<file path="src/verilog/vpi_pkg.sv">
// package: constants and types of the interrupt controller
`default_nettype none

package vpi_pkg;

    // ****************************************************************
    // register map (byte addresses)
    // ****************************************************************
    localparam logic [7:0] OFF_CH9_PRIO    = 8'h00;
    localparam logic [7:0] OFF_CTRL_STATUS = 8'h04;
    localparam logic [7:0] OFF_INTCTRL1    = 8'h08;
    localparam logic [7:0] OFF_FLAGS       = 8'h0c;
    localparam logic [7:0] OFF_ENABLES     = 8'h10;
    localparam logic [7:0] OFF_LOW_STATUS  = 8'h14;
    localparam logic [7:0] OFF_DISABLE_CNT = 8'h18;

    // ****************************************************************
    // field positions
    // ****************************************************************
    localparam int CAP9_PRIO_LSB   = 4;
    localparam int CMP9_PRIO_LSB   = 0;
    localparam int UNACKED_BIT     = 15;
    localparam int CAPTURE_BIT     = 13;
    localparam int LEVEL_LSB       = 8;
    localparam int NEST_DIS_BIT    = 15;
    localparam int IPL_LSB         = 5;

    // ****************************************************************
    // reset values and sizes
    // ****************************************************************
    localparam logic [2:0]  PRIO_RESET      = 3'h4;
    localparam logic [15:0] DISABLE_CNT_RST = 16'h0010;
    localparam logic [3:0]  USER_MAX_LEVEL  = 4'h7;
    localparam logic [3:0]  TIMED_MAX_LEVEL = 4'h6;
    localparam logic [7:0]  VECTOR_BASE     = 8'h08;
    localparam int          NUM_SRC         = 2;
    localparam int          NUM_TRAP        = 4;
    localparam int          STACK_DEPTH     = 4;

    // vector numbers of the sources: arbitrary assignment
    localparam logic [7:0] VEC_CAP9  = 8'h60;
    localparam logic [7:0] VEC_CMP9  = 8'h61;
    localparam logic [7:0] VEC_TRAP0 = 8'h01;

    localparam logic [1:0] RESP_OKAY   = 2'h0;
    localparam logic [1:0] RESP_SLVERR = 2'h2;

    // ****************************************************************
    // types
    // ****************************************************************
    typedef struct packed {
        logic       valid;
        logic [3:0] level;
        logic [7:0] vector;
    } vpi_request_t;

    typedef struct packed {
        logic [4:0] low_bits;
        logic [3:0] level;
    } vpi_frame_t;

endpackage : vpi_pkg

`default_nettype wire

</file>
<file path="src/verilog/vpi_ctrl.sv">
// module: vectored priority interrupt controller
`timescale 1ns/1ps
`default_nettype none

// Contract
// - capture-9 priority is three bits at 6-4; 000 disables, 111 highest.
// - compare-9 priority is three bits at 2-0, same encoding.
// - every user priority field resets to level 4.
// - priority register bits 15-7 and 3 read zero.
// - status bit 15 shows a pending request held off by CPU level.
// - capture-mode bit 13 picks highest pending or last acknowledged vector.
// - status bits 11-8 report the current CPU priority level.
// - status bits 6-0 hold vector number minus eight.
// - source flag stays set until software clears it; request repeats.
// - trap flags live in first control register; trap repeats until cleared.
// - CPU level masks only user levels up to 7; traps never masked.
// - level 7 in low status byte blocks all user sources.
// - timed disable blocks levels 1-6, level 7 still interrupts.
// - nesting-disable at bit 15 of first control register stops nesting.
// - return restores saved low status byte and previous CPU level.
// - each source has a flag and enable; only enabled sources interrupt.
module vpi_ctrl (
    // clock and reset
    input  wire logic                  aclk,
    input  wire logic                  aresetn,
    // axi4-lite write address and data
    input  wire logic [7:0]            s_axi_awaddr,
    input  wire logic                  s_axi_awvalid,
    output var  logic                  s_axi_awready,
    input  wire logic [31:0]           s_axi_wdata,
    input  wire logic [3:0]            s_axi_wstrb,
    input  wire logic                  s_axi_wvalid,
    output var  logic                  s_axi_wready,
    // axi4-lite write response
    output var  logic [1:0]            s_axi_bresp,
    output var  logic                  s_axi_bvalid,
    input  wire logic                  s_axi_bready,
    // axi4-lite read
    input  wire logic [7:0]            s_axi_araddr,
    input  wire logic                  s_axi_arvalid,
    output var  logic                  s_axi_arready,
    output var  logic [31:0]           s_axi_rdata,
    output var  logic [1:0]            s_axi_rresp,
    output var  logic                  s_axi_rvalid,
    input  wire logic                  s_axi_rready,
    // source and trap events, one-cycle pulses
    input  wire logic [1:0]            src_event,
    input  wire logic [3:0]            trap_event,
    // processor core
    input  wire logic                  cpu_ack,
    input  wire logic                  cpu_return,
    input  wire logic                  cpu_timed_disable,
    output var  vpi_pkg::vpi_request_t cpu_request,
    // level interrupt of flag and enable registers
    output var  logic                  irq
);

    // ****************************************************************
    // state
    // ****************************************************************
    logic [2:0]  cap9_priority;
    logic [2:0]  cmp9_priority;
    logic        vector_capture_mode;
    logic        nesting_disable;
    logic [3:0]  trap_flags;
    logic [1:0]  flag_regs;
    logic [1:0]  enable_regs;
    logic [3:0]  cur_level;
    logic [4:0]  low_status_bits;
    logic [15:0] disable_cnt;
    logic [15:0] disable_timer;
    logic [7:0]  last_vector;
    vpi_pkg::vpi_frame_t stack [vpi_pkg::STACK_DEPTH];
    logic [2:0]  depth;

    logic        aw_held;
    logic        w_held;
    logic [7:0]  aw_addr;
    logic [31:0] w_data;
    logic [3:0]  w_strb;

    // ****************************************************************
    // helpers
    // ****************************************************************
    function automatic logic [15:0] merge16(input logic [15:0] old, input logic [31:0] data,
                                            input logic [3:0] strb);
        merge16 = {strb[1] ? data[15:8] : old[15:8], strb[0] ? data[7:0] : old[7:0]};
    endfunction

    // sticky flag: a new event wins over a same-cycle clear
    function automatic logic [3:0] sticky(input logic [3:0] old, input logic [3:0] set,
                                          input logic [3:0] clr);
        sticky = (old & ~clr) | set;
    endfunction

    // ****************************************************************
    // arbitration
    // ****************************************************************
    wire        timed_active = (disable_timer != 16'h0000);
    wire        in_service   = (depth != 3'h0);
    wire [3:0]  cap9_level   = {1'b0, cap9_priority};
    wire [3:0]  cmp9_level   = {1'b0, cmp9_priority};
    // a level-0 field disables its source
    wire        cap9_live    = flag_regs[0] & enable_regs[0] & (cap9_priority != 3'h0);
    wire        cmp9_live    = flag_regs[1] & enable_regs[1] & (cmp9_priority != 3'h0);
    // timed disable hides levels 1-6 only
    wire        cap9_timed   = timed_active & (cap9_level <= vpi_pkg::TIMED_MAX_LEVEL);
    wire        cmp9_timed   = timed_active & (cmp9_level <= vpi_pkg::TIMED_MAX_LEVEL);
    wire        nest_block   = nesting_disable & in_service;
    wire        cap9_ok      = cap9_live & ~cap9_timed & ~nest_block;
    wire        cmp9_ok      = cmp9_live & ~cmp9_timed & ~nest_block;

    logic [3:0] best_level;
    logic [7:0] best_vector;
    logic       best_valid;
    always_comb begin
        best_level  = 4'h0;
        best_vector = 8'h00;
        best_valid  = 1'b0;
        // traps sit at levels 15 down to 12 and ignore every mask
        for (int i = vpi_pkg::NUM_TRAP - 1; i >= 0; i--) begin
            if (trap_flags[i]) begin
                best_level  = 4'hf - 4'(i);
                best_vector = vpi_pkg::VEC_TRAP0 + 8'(i);
                best_valid  = 1'b1;
            end
        end
        if (!best_valid && cap9_ok && (!cmp9_ok || cap9_level >= cmp9_level)) begin
            best_level  = cap9_level;
            best_vector = vpi_pkg::VEC_CAP9;
            best_valid  = 1'b1;
        end else if (!best_valid && cmp9_ok) begin
            best_level  = cmp9_level;
            best_vector = vpi_pkg::VEC_CMP9;
            best_valid  = 1'b1;
        end
    end

    // cpu level at 7 masks all user sources, traps still exceed it
    wire        beats_cpu    = best_valid & (best_level > cur_level);
    wire        held_off     = best_valid & ~beats_cpu;
    wire        take_ack     = cpu_ack & cpu_request.valid;
    wire        do_push      = take_ack & (depth != 3'(vpi_pkg::STACK_DEPTH));
    wire        do_pop       = cpu_return & in_service & ~take_ack;
    wire [2:0]  top_idx      = depth - 3'h1;
    wire [7:0]  shown_vector = vector_capture_mode ? best_vector : last_vector;
    wire [6:0]  vec_field    = 7'(shown_vector - vpi_pkg::VECTOR_BASE);

    // ****************************************************************
    // register read mux
    // ****************************************************************
    wire [15:0] rd_prio   = {9'h000, cap9_priority, 1'b0, cmp9_priority};
    wire [15:0] rd_status = {held_off, 1'b0, vector_capture_mode, 1'b0, cur_level,
                             1'b0, vec_field};
    wire [15:0] rd_ctrl1  = {nesting_disable, 11'h000, trap_flags};
    wire [15:0] rd_low    = {8'h00, cur_level[2:0], low_status_bits};
    // every aligned word up to the last offset is mapped
    wire        rd_hit    = (s_axi_araddr[1:0] == 2'h0)
                          & (s_axi_araddr <= vpi_pkg::OFF_DISABLE_CNT);
    wire [15:0] rd_word   = (s_axi_araddr == vpi_pkg::OFF_CH9_PRIO)    ? rd_prio :
                            (s_axi_araddr == vpi_pkg::OFF_CTRL_STATUS) ? rd_status :
                            (s_axi_araddr == vpi_pkg::OFF_INTCTRL1)    ? rd_ctrl1 :
                            (s_axi_araddr == vpi_pkg::OFF_FLAGS)       ? {14'h0000, flag_regs} :
                            (s_axi_araddr == vpi_pkg::OFF_ENABLES)     ? {14'h0000, enable_regs} :
                            (s_axi_araddr == vpi_pkg::OFF_LOW_STATUS)  ? rd_low :
                            (s_axi_araddr == vpi_pkg::OFF_DISABLE_CNT) ? disable_cnt : 16'h0000;
    wire        rd_take   = s_axi_arvalid & s_axi_arready;

    // ****************************************************************
    // write decode
    // ****************************************************************
    wire        wr_go     = aw_held & w_held & ~s_axi_bvalid;
    wire        wr_prio   = wr_go & (aw_addr == vpi_pkg::OFF_CH9_PRIO);
    wire        wr_status = wr_go & (aw_addr == vpi_pkg::OFF_CTRL_STATUS);
    wire        wr_ctrl1  = wr_go & (aw_addr == vpi_pkg::OFF_INTCTRL1);
    wire        wr_flags  = wr_go & (aw_addr == vpi_pkg::OFF_FLAGS);
    wire        wr_enab   = wr_go & (aw_addr == vpi_pkg::OFF_ENABLES);
    wire        wr_low    = wr_go & (aw_addr == vpi_pkg::OFF_LOW_STATUS);
    wire        wr_dcnt   = wr_go & (aw_addr == vpi_pkg::OFF_DISABLE_CNT);
    wire        wr_hit    = wr_prio | wr_status | wr_ctrl1 | wr_flags | wr_enab | wr_low | wr_dcnt;
    wire [15:0] m_prio    = merge16(rd_prio, w_data, w_strb);
    wire [15:0] m_status  = merge16(rd_status, w_data, w_strb);
    wire [15:0] m_ctrl1   = merge16(rd_ctrl1, w_data, w_strb);
    wire [15:0] m_low     = merge16(rd_low, w_data, w_strb);
    wire [15:0] m_dcnt    = merge16(disable_cnt, w_data, w_strb);
    // write-one-to-clear, only on byte lanes that are enabled
    wire [3:0]  trap_clr  = (wr_ctrl1 & w_strb[0]) ? w_data[3:0] : 4'h0;
    wire [1:0]  flag_clr  = (wr_flags & w_strb[0]) ? w_data[1:0] : 2'h0;
    wire [3:0]  next_trap = sticky(trap_flags, trap_event, trap_clr);
    wire [3:0]  next_flag = sticky({2'h0, flag_regs}, {2'h0, src_event}, {2'h0, flag_clr});

    // ****************************************************************
    // axi4-lite handshake
    // ****************************************************************
    always_ff @(posedge aclk) begin
        if (!aresetn) begin
            s_axi_awready <= 1'b0;
            s_axi_wready  <= 1'b0;
            aw_held       <= 1'b0;
            w_held        <= 1'b0;
            aw_addr       <= 8'h00;
            w_data        <= 32'h0000_0000;
            w_strb        <= 4'h0;
            s_axi_bvalid  <= 1'b0;
            s_axi_bresp   <= vpi_pkg::RESP_OKAY;
        end else begin
            s_axi_awready <= ~aw_held & ~(s_axi_awvalid & s_axi_awready);
            s_axi_wready  <= ~w_held & ~(s_axi_wvalid & s_axi_wready);
            if (s_axi_awvalid && s_axi_awready) begin
                aw_held <= 1'b1;
                aw_addr <= s_axi_awaddr;
            end else if (wr_go) begin
                aw_held <= 1'b0;
            end
            if (s_axi_wvalid && s_axi_wready) begin
                w_held <= 1'b1;
                w_data <= s_axi_wdata;
                w_strb <= s_axi_wstrb;
            end else if (wr_go) begin
                w_held <= 1'b0;
            end
            if (wr_go) begin
                s_axi_bvalid <= 1'b1;
                s_axi_bresp  <= wr_hit ? vpi_pkg::RESP_OKAY : vpi_pkg::RESP_SLVERR;
            end else if (s_axi_bready) begin
                s_axi_bvalid <= 1'b0;
            end
        end
    end

    always_ff @(posedge aclk) begin
        if (!aresetn) begin
            s_axi_arready <= 1'b0;
            s_axi_rvalid  <= 1'b0;
            s_axi_rdata   <= 32'h0000_0000;
            s_axi_rresp   <= vpi_pkg::RESP_OKAY;
        end else begin
            s_axi_arready <= ~s_axi_rvalid & ~rd_take;
            if (rd_take) begin
                s_axi_rvalid <= 1'b1;
                s_axi_rdata  <= {16'h0000, rd_word};
                s_axi_rresp  <= rd_hit ? vpi_pkg::RESP_OKAY : vpi_pkg::RESP_SLVERR;
            end else if (s_axi_rready) begin
                s_axi_rvalid <= 1'b0;
            end
        end
    end

    // ****************************************************************
    // configuration registers
    // ****************************************************************
    always_ff @(posedge aclk) begin
        if (!aresetn) begin
            cap9_priority       <= vpi_pkg::PRIO_RESET;
            cmp9_priority       <= vpi_pkg::PRIO_RESET;
            vector_capture_mode <= 1'b0;
            nesting_disable     <= 1'b0;
            enable_regs         <= 2'h0;
            disable_cnt         <= vpi_pkg::DISABLE_CNT_RST;
        end else begin
            if (wr_prio) begin
                cap9_priority <= m_prio[vpi_pkg::CAP9_PRIO_LSB +: 3];
                cmp9_priority <= m_prio[vpi_pkg::CMP9_PRIO_LSB +: 3];
            end
            if (wr_status) begin
                vector_capture_mode <= m_status[vpi_pkg::CAPTURE_BIT];
            end
            if (wr_ctrl1) begin
                nesting_disable <= m_ctrl1[vpi_pkg::NEST_DIS_BIT];
            end
            if (wr_enab && w_strb[0]) begin
                enable_regs <= w_data[1:0];
            end
            if (wr_dcnt) begin
                disable_cnt <= m_dcnt;
            end
        end
    end

    // ****************************************************************
    // flags, timed disable, cpu level and return stack
    // ****************************************************************
    always_ff @(posedge aclk) begin
        if (!aresetn) begin
            trap_flags    <= 4'h0;
            flag_regs     <= 2'h0;
            disable_timer <= 16'h0000;
        end else begin
            trap_flags <= next_trap;
            flag_regs  <= next_flag[1:0];
            if (cpu_timed_disable) begin
                disable_timer <= disable_cnt;
            end else if (timed_active) begin
                disable_timer <= disable_timer - 16'h0001;
            end
        end
    end

    // a full stack drops the frame
    always_ff @(posedge aclk) begin
        if (!aresetn) begin
            cur_level       <= 4'h0;
            low_status_bits <= 5'h00;
            depth           <= 3'h0;
            last_vector     <= vpi_pkg::VECTOR_BASE;
            for (int i = 0; i < vpi_pkg::STACK_DEPTH; i++) begin
                stack[i] <= '0;
            end
        end else if (take_ack) begin
            cur_level   <= best_level;
            last_vector <= best_vector;
            if (do_push) begin
                stack[depth[1:0]] <= '{low_bits: low_status_bits, level: cur_level};
                depth             <= depth + 3'h1;
            end
        end else if (do_pop) begin
            cur_level       <= stack[top_idx[1:0]].level;
            low_status_bits <= stack[top_idx[1:0]].low_bits;
            depth           <= top_idx;
        end else if (wr_low) begin
            // level 7 shuts out every user source
            cur_level       <= {1'b0, m_low[vpi_pkg::IPL_LSB +: 3]};
            low_status_bits <= m_low[4:0];
        end
    end

    // ****************************************************************
    // outputs to the core
    // ****************************************************************
    // a flag left set re-raises its request
    always_ff @(posedge aclk) begin
        if (!aresetn) begin
            cpu_request <= '0;
            irq         <= 1'b0;
        end else begin
            cpu_request.valid  <= beats_cpu & ~take_ack & ~cpu_return;
            cpu_request.level  <= best_level;
            cpu_request.vector <= best_vector;
            irq                <= |(next_flag[1:0] & enable_regs);
        end
    end

endmodule // vpi_ctrl

`default_nettype wire

</file>
<file path="config.mk">
export PLATFORM = sky130hd
export DESIGN_NAME = vpi_ctrl
export DESIGN_NICKNAME = d
export VERILOG_FILES = /design/src/verilog/vpi_pkg.sv /design/src/verilog/vpi_ctrl.sv
export SDC_FILE = /design/constraint.sdc
export NUM_CORES = 1
export LEC_CHECK = 0
export ABC_AREA = 1
export BUFFER_PORTS_ARGS = -buffer_cell sky130_fd_sc_hd__clkbuf_2
export CAP_MARGIN = 20
export CORE_UTILIZATION = 57
export CTS_CLUSTER_SIZE = 25
export DETAILED_ROUTE_END_ITERATION = 10
export PLACE_DENSITY = 0.76
export SLEW_MARGIN = 20
export SYNTH_ARGS = -nofsm -noshare
export SYNTH_HDL_FRONTEND = slang
export SYNTH_SLANG_ARGS = --single-unit
</file>
<file path="constraint.sdc">
create_clock -name aclk -period 3.5 [get_ports aclk]
set_clock_uncertainty 0.2 [all_clocks]
set_input_delay 0.175 -clock aclk [delete_from_list [all_inputs] [get_ports aclk]]
set_output_delay 0.175 -clock aclk [all_outputs]
set_load 0.01 [all_outputs]
</file>
== Word-level counts from Yosys, hierarchy flattened ==
Memory sizes are Yosys's and may differ from the RTL's.
Index checks and enable logic that the tools add are counted.

* Logic and storage cells: 211
* Register bits: 134
* Memories kept: 1
* Input bits: 68
* Bits in writable memories: 36
* Output and inout bits: 55

{| class="wikitable"
|+ Memories
! memory !! depth !! width !! read ports !! clocked after memory_dff !! wr ports !! RTL line !! RTL
|-
| stack || 4 || 9 || 1 || 0 || 4 || vpi_ctrl.sv:73 || <nowiki>vpi_pkg::vpi_frame_t stack [vpi_pkg::STACK_DEPTH];</nowiki>
|}

* Multiplexer cells: 56
* Eq/ne operators: 14
* Order comparisons: 5
* Bitwise gates (word level): 63
* Add/sub/neg operators: 4
* Reduce and logical (&&, ||, !) cells: 36

{| class="wikitable"
|+ Operators by type and width
! kind !! count
|-
| 16-bit 2-to-1 mux || 9
|-
| 8-bit by 5-bit equality test with 1-bit output, second input constant || 6
|-
| 8-bit 2-to-1 mux || 6
|-
| 4-bit 2-to-1 mux || 10
|-
| 1-bit bitwise AND || 37
|-
| 8-bit by 4-bit equality test with 1-bit output, second input constant || 4
|-
| 1-bit 2-to-1 mux || 19
|-
| 8-bit by 3-bit equality test with 1-bit output, second input constant || 2
|-
| 8-bit logical NOT || 2
|-
| 16-bit nonzero test || 1
|-
| 2-bit nonzero test || 8
|-
| 16-bit by 1-bit subtractor with 16-bit output, second input constant || 1
|-
| 3-bit nonzero test || 5
|-
| 2-bit AND reduction || 7
|-
| 1-bit inverter || 13
|-
| 3-bit 2-to-1 mux || 4
|-
| 5-bit 2-to-1 mux || 2
|-
| 9-bit 2-to-1 mux || 1
|-
| 9-bit OR reduction || 1
|-
| 8-bit by 5-bit less-or-equal comparator with 1-bit output, second input constant || 1
|-
| 2-bit 2-to-1 mux || 4
|-
| 7-bit 2-to-1 mux || 1
|-
| 7-bit by 4-bit subtractor with 7-bit output, second input constant || 1
|-
| 3-bit less-or-equal comparator, second input constant || 2
|-
| other kinds (19) || 31
|}

== Longest topological paths before layout ==
* Word-level depth: 15
* Gate-level depth with buffers: 22
* Mapped depth without buffers: 21

== Worst setup path before layout ==
Ideal clock, no wire load.

* Path kind: reg2reg
* Start: reg depth[0]
* End: reg s_axi_rdata[15]
* Period minus slack after synthesis: 2.826 ns
* Stages on the path, launching flop included: 21
* Setup slack: 0.674 ns
* Setup time: 0.112 ns
* Arrival time: 2.514 ns
* Data required time: 3.188 ns
* Path buffers: 1
* Cell sequence: dfxtp_1 inv_1 clkbuf_1 ha_1 nand2_1 nand2_2 nand3_1 nor2_4 nand3_4 nand2_4 inv_2 nand2_2 nand2_2 ha_1 a21oi_1 o21ai_0 a21oi_1 nand2_1 nand2_1 nand2_1 nand2_1

* Cells in the longest elaborated chain, start to end: 14
* Elaborated cells between the ends (all ways): 20
* Those cells by class: order compare: 1; mux: 6; bitwise: 7; reduce/logical: 6

{| class="wikitable"
|+ Ends and longest elaborated chain
! item !! RTL line !! RTL
|-
| from (decl) || vpi_ctrl.sv:74 || <nowiki>logic [2:0] depth;</nowiki>
|-
| from (signal assigned) || vpi_ctrl.sv:314 || <nowiki>depth <= depth + 3'h1;</nowiki>
|-
| from (signal assigned) || vpi_ctrl.sv:319 || <nowiki>depth <= top_idx;</nowiki>
|-
| 3-bit nonzero test (*) || vpi_ctrl.sv:100 || <nowiki>wire in_service = (depth != 3'h0);</nowiki>
|-
| 1-bit bitwise AND (*) || vpi_ctrl.sv:109 || <nowiki>wire nest_block = nesting_disable & in_service;</nowiki>
|-
| 1-bit inverter (*) || vpi_ctrl.sv:110, vpi_ctrl.sv:111 ||
|-
| 1-bit bitwise AND || vpi_ctrl.sv:111 || <nowiki>wire cmp9_ok = cmp9_live & ~cmp9_timed & ~nest_block;</nowiki>
|-
| 1-bit logical NOT || vpi_ctrl.sv:128 || <nowiki>if (!best_valid && cap9_ok && (!cmp9_ok || cap9_level >= cmp9_level)) begin</nowiki>
|-
| 1-bit logical OR || vpi_ctrl.sv:128 ||
|-
| 1-bit logical AND || vpi_ctrl.sv:128 ||
|-
| 4-bit 2-to-1 mux (*) || vpi_ctrl.sv:128 ||
|-
| net best_level[1] || vpi_ctrl.sv:113 || <nowiki>logic [3:0] best_level;</nowiki>
|-
| 4-bit > comparator (*) || vpi_ctrl.sv:140 || <nowiki>wire beats_cpu = best_valid & (best_level > cur_level);</nowiki>
|-
| 1-bit bitwise AND (*) || vpi_ctrl.sv:140 ||
|-
| 1-bit inverter (*) || vpi_ctrl.sv:141 || <nowiki>wire held_off = best_valid & ~beats_cpu;</nowiki>
|-
| 1-bit bitwise AND (*) || vpi_ctrl.sv:141 ||
|-
| 16-bit 2-to-1 mux (*) || vpi_ctrl.sv:161 || <nowiki>(s_axi_araddr == vpi_pkg::OFF_CTRL_STATUS) ? rd_status :</nowiki>
|-
| 16-bit 2-to-1 mux (*) || vpi_ctrl.sv:160 || <nowiki>wire [15:0] rd_word = (s_axi_araddr == vpi_pkg::OFF_CH9_PRIO) ? rd_prio :</nowiki>
|-
| to (signal assigned) || vpi_ctrl.sv:241 || <nowiki>s_axi_rdata <= {16'h0000, rd_word};</nowiki>
|-
| to (decl) || vpi_ctrl.sv:42 || <nowiki>output var logic [31:0] s_axi_rdata,</nowiki>
|}

Mark *: on every way through the listed nets, which the timed path passes. The rest lies on a longest branch.
A chain may end at the register's enable or synchronous reset.

== Worst setup path after layout ==
* Start: reg depth[1]
* End: reg s_axi_rdata[15]

The elaborated chain is that of the path after synthesis.

==> results.yml <==
clock_tree:
  cts_tree: "built"
  path_clk_slew_ns: 0.06
  cts_root_buffer: "clkbuf_16"
  h-tree-depth: 4
  post_cts_buffers: 0
  post_cts_resized: 0
  cts_sinks: 162
  cts_buffer_depth: 2
  holdBufCountCts: 41
  cts_made_buffers: 17
  clock_latency_ns: 0.43
final_layout:
  synthToLayoutAreaGrowth_pct: 19.07
  utilization_pct: 69.37
  drive_gt1_share_pct: 17.17
  diodes: 0
  nets: 1169
setup_path:
  cp_slowest_stage_delay_ns: 0.35
  end_kind: "register"
  required_ns: 3.62
  path_common_cell: "nand2_1"
  path_max_fanout: 5
  startpoint_type: "register"
  critPathLaunch: "depth[1]"
  reg2reg_from: "depth[1]"
  crit_path_top_delay_cell: "dfxtp_1"
  critPathBufInv: 2
  arrival_ns: 3.12
  crit_family: "simple AND/OR/NAND/NOR gates"
  crit_chain: "inv_1 > ha_1 > nand2_1 > nand2_2 > nand3_1 > nor2_4 > nand3_4 > nand3_2 > nand2_1 > nand2_1 > inv_1 > ha_1 > nand2_1 > o21ai_0 > a21oi_1 > nand2_1 > nand2_1 > nand2_1 > nand2_1"
  crit_type: "reg -> reg"
hold_path:
  hold_class: "in -> reg"
  hp-start: "cpu_timed_disable"
synthesis:
  synthFlopType: "dfxtp_1"
  netlist_area_sq_um: 7715
  synth_edf_count: 36
  synth_top_area_cell: "dfxtp_1"
  synth.top_cell.area_share_pct: 32.70
  ys_warn_count: 0
  yosysMostFrequentCell: "nand2_1"
  yosysUniqueCellTypes: 52
  synthCells: 972
  ys_top_cells_by_area: "dfxtp_1 (33%), edfxtp_1 (14%), o21ai_0 (7.0%)"
  yosys_register_bits: 162
  avgSynthCellArea_sq_um: 7.937
  async_flop_share_pct: 0
  synth_seq_area_share_pct: 46.71
  synth_common_cells: "nand2_1 (135), dfxtp_1 (126), nor2_1 (123)"
detailed_routing:
  ant_nets: 0
  drt-initial-drc-count: 686
  num_vias: 7103
  wl_microns: 20270
  drc: 0
  drtPass1Iterations: 5
  viasPerCell: 5.562
  wl_per_cell_microns: 15.87
placement:
  port_buffers: 83
  hpwl_microns: 14060
  gp_congestion: 0.9371
power_and_ir_drop:
  totalPowerFinal_uw: 5719
  max-vdd-ir-drop_mv: 0.3346
  p_leak_uw: 0.003848
  powerDensity_nw_per_um2: 622.6
global_routing:
  antenna_found_initial: 1
  gr-total-overflow: 0
  grt_usage_pct: 30.21
  grt_max_degree: 76
  grt_pass1_vias: 6561
  grt_pass1_wl_microns: 32690
timing:
  slew_headroom_pct: 36.77
  min_period_over_period_pct: 85.50
  drv_slew: 0
  hold_viol_final: 0
  tightest_slew_ns: 0.9450
  layout_min_cycle_time_ns: 2.993
  setup_viol: 0
  max_freq_mhz: 334.2
  rsz0062_at_grt: "false"
  fin_tns_setup_ns: 0
run:
  drv_cap: 0
floorplanning:
  die-area_sq_um: 14000
  fp.coreArea_sq_um: 13240
  fp-row-count: 42
  die_w_microns: 118.3
  start_util_pct: 58.26
  io_pins: 123
  fp.dieH_microns: 118.3
run_status:
  outcome: "complete, no violations"
-- flip-flops by register name, indices dropped and copies added, names as in the netlist, 2 cells and up --
signal,cells
stack,36
disable_cnt,16
disable_timer,16
s_axi_rdata,16
w_data,16
cpu_request,9
aw_addr,8
last_vector,5
low_status_bits,5
cur_level,4
trap_flags,4
cap9_priority,3
cmp9_priority,3
depth,3
enable_regs,2
flag_regs,2
w_strb,2
-- report_power, final --
group | internal (uW) | leakage [uW] | switching [uW]
clock network | 1130 | 0.000296 | 725
logic | 552 | 0.00215 | 1090
registers | 2090 | 0.00140 | 132
-- per-stage QoR --
stage	hold WS (ns)	instances	cell area [sq um]	setup slack [ns]
after floorplan	0.08598	992	7790	0.6735
after global placement	0.1720	1204	8170	0.6786
after detailed placement	0.1819	1204	8170	0.6235
after CTS	0.01552	1277	9186	0.6000
after global routing	0.04072	1277	9186	0.3245
final	0.005919	1277	9186	0.5074
-- placed cells by master, fill, tap and decap left out, types with 5 or more instances in the layout --
cell | synthesis | layout
a21oi_1 | 91 | 91
a31oi_1 | 5 | 5
a32o_1 | 6 | 6
buf_4 | 23 | 6
clkbuf_16 | 0 | 18
clkbuf_2 | 0 | 83
clkbuf_8 | 0 | 6
conb_1 | 1 | 21
dfxtp_1 | 126 | 126
dlygate4sd3_1 | 0 | 41
edfxtp_1 | 36 | 36
ha_1 | 13 | 13
inv_1 | 95 | 95
inv_2 | 14 | 14
nand2_1 | 135 | 135
nand2_2 | 18 | 18
nand3_1 | 27 | 27
nand4_1 | 8 | 8
nor2_1 | 123 | 123
nor2_2 | 10 | 10
nor2_4 | 8 | 8
nor3_1 | 14 | 14
o211ai_1 | 6 | 6
o21ai_0 | 108 | 108
o21ai_1 | 14 | 14
o22ai_1 | 8 | 8
o31ai_1 | 5 | 5
-- worst min-delay path, delay by kind of cell --
kind	cells	cell delay, ns
buf+inv	1	0.23
simple gates	1	0.13
compound gates	1	0.05
-- layout make-up --
type	instances	area (sq um)
tap	176	220.2
fill	1084	4056
sequential	162	3603
inverter	112	420.4
clock inverter	7	68.82
timing repair buffer	130	870.8
clock buffer	25	536.8
multi-input combinational	665	3466
-- cells by family after synthesis --
group / count (synthesis) / share of synthesized area, %
XOR/XNOR: 7 / 0.7947
adder cells (fa/ha/maj): 13 / 2.108
buffers and inverters: 165 / 9.342
multiplexers: 1 / 0.1297
AO/OA/AOI/OAI: 260 / 18.65
other: 1 / 0.04861
AND/OR/NAND/NOR: 363 / 22.22
flip-flops: 162 / 46.71
-- worst paths after layout --
path	end	slack [ns]	cells after the start
hold reg to reg	s_axi_rdata[15]	0.25	2
setup reg to reg	s_axi_rdata[15]	0.51	19
hold / removal	disable_timer[12]	0.006	3
setup / recovery	s_axi_rdata[15]	0.51	19
-- routing by layer --
| layer | global-route usage, % | part of all wire (%) | vias to the layer above |
|---|---|---|---|
| met5 | 0 | 0 | - |
| met4 | 11.70 | 2.3 | 0 |
| met3 | 6.226 | 8.1 | 40 |
| met2 | 47.87 | 46 | 326 |
| met1 | 40.48 | 44 | 3293 |
| li1 | - | - | 3444 |
No activity file was read; power rests on OpenSTA's default activity.
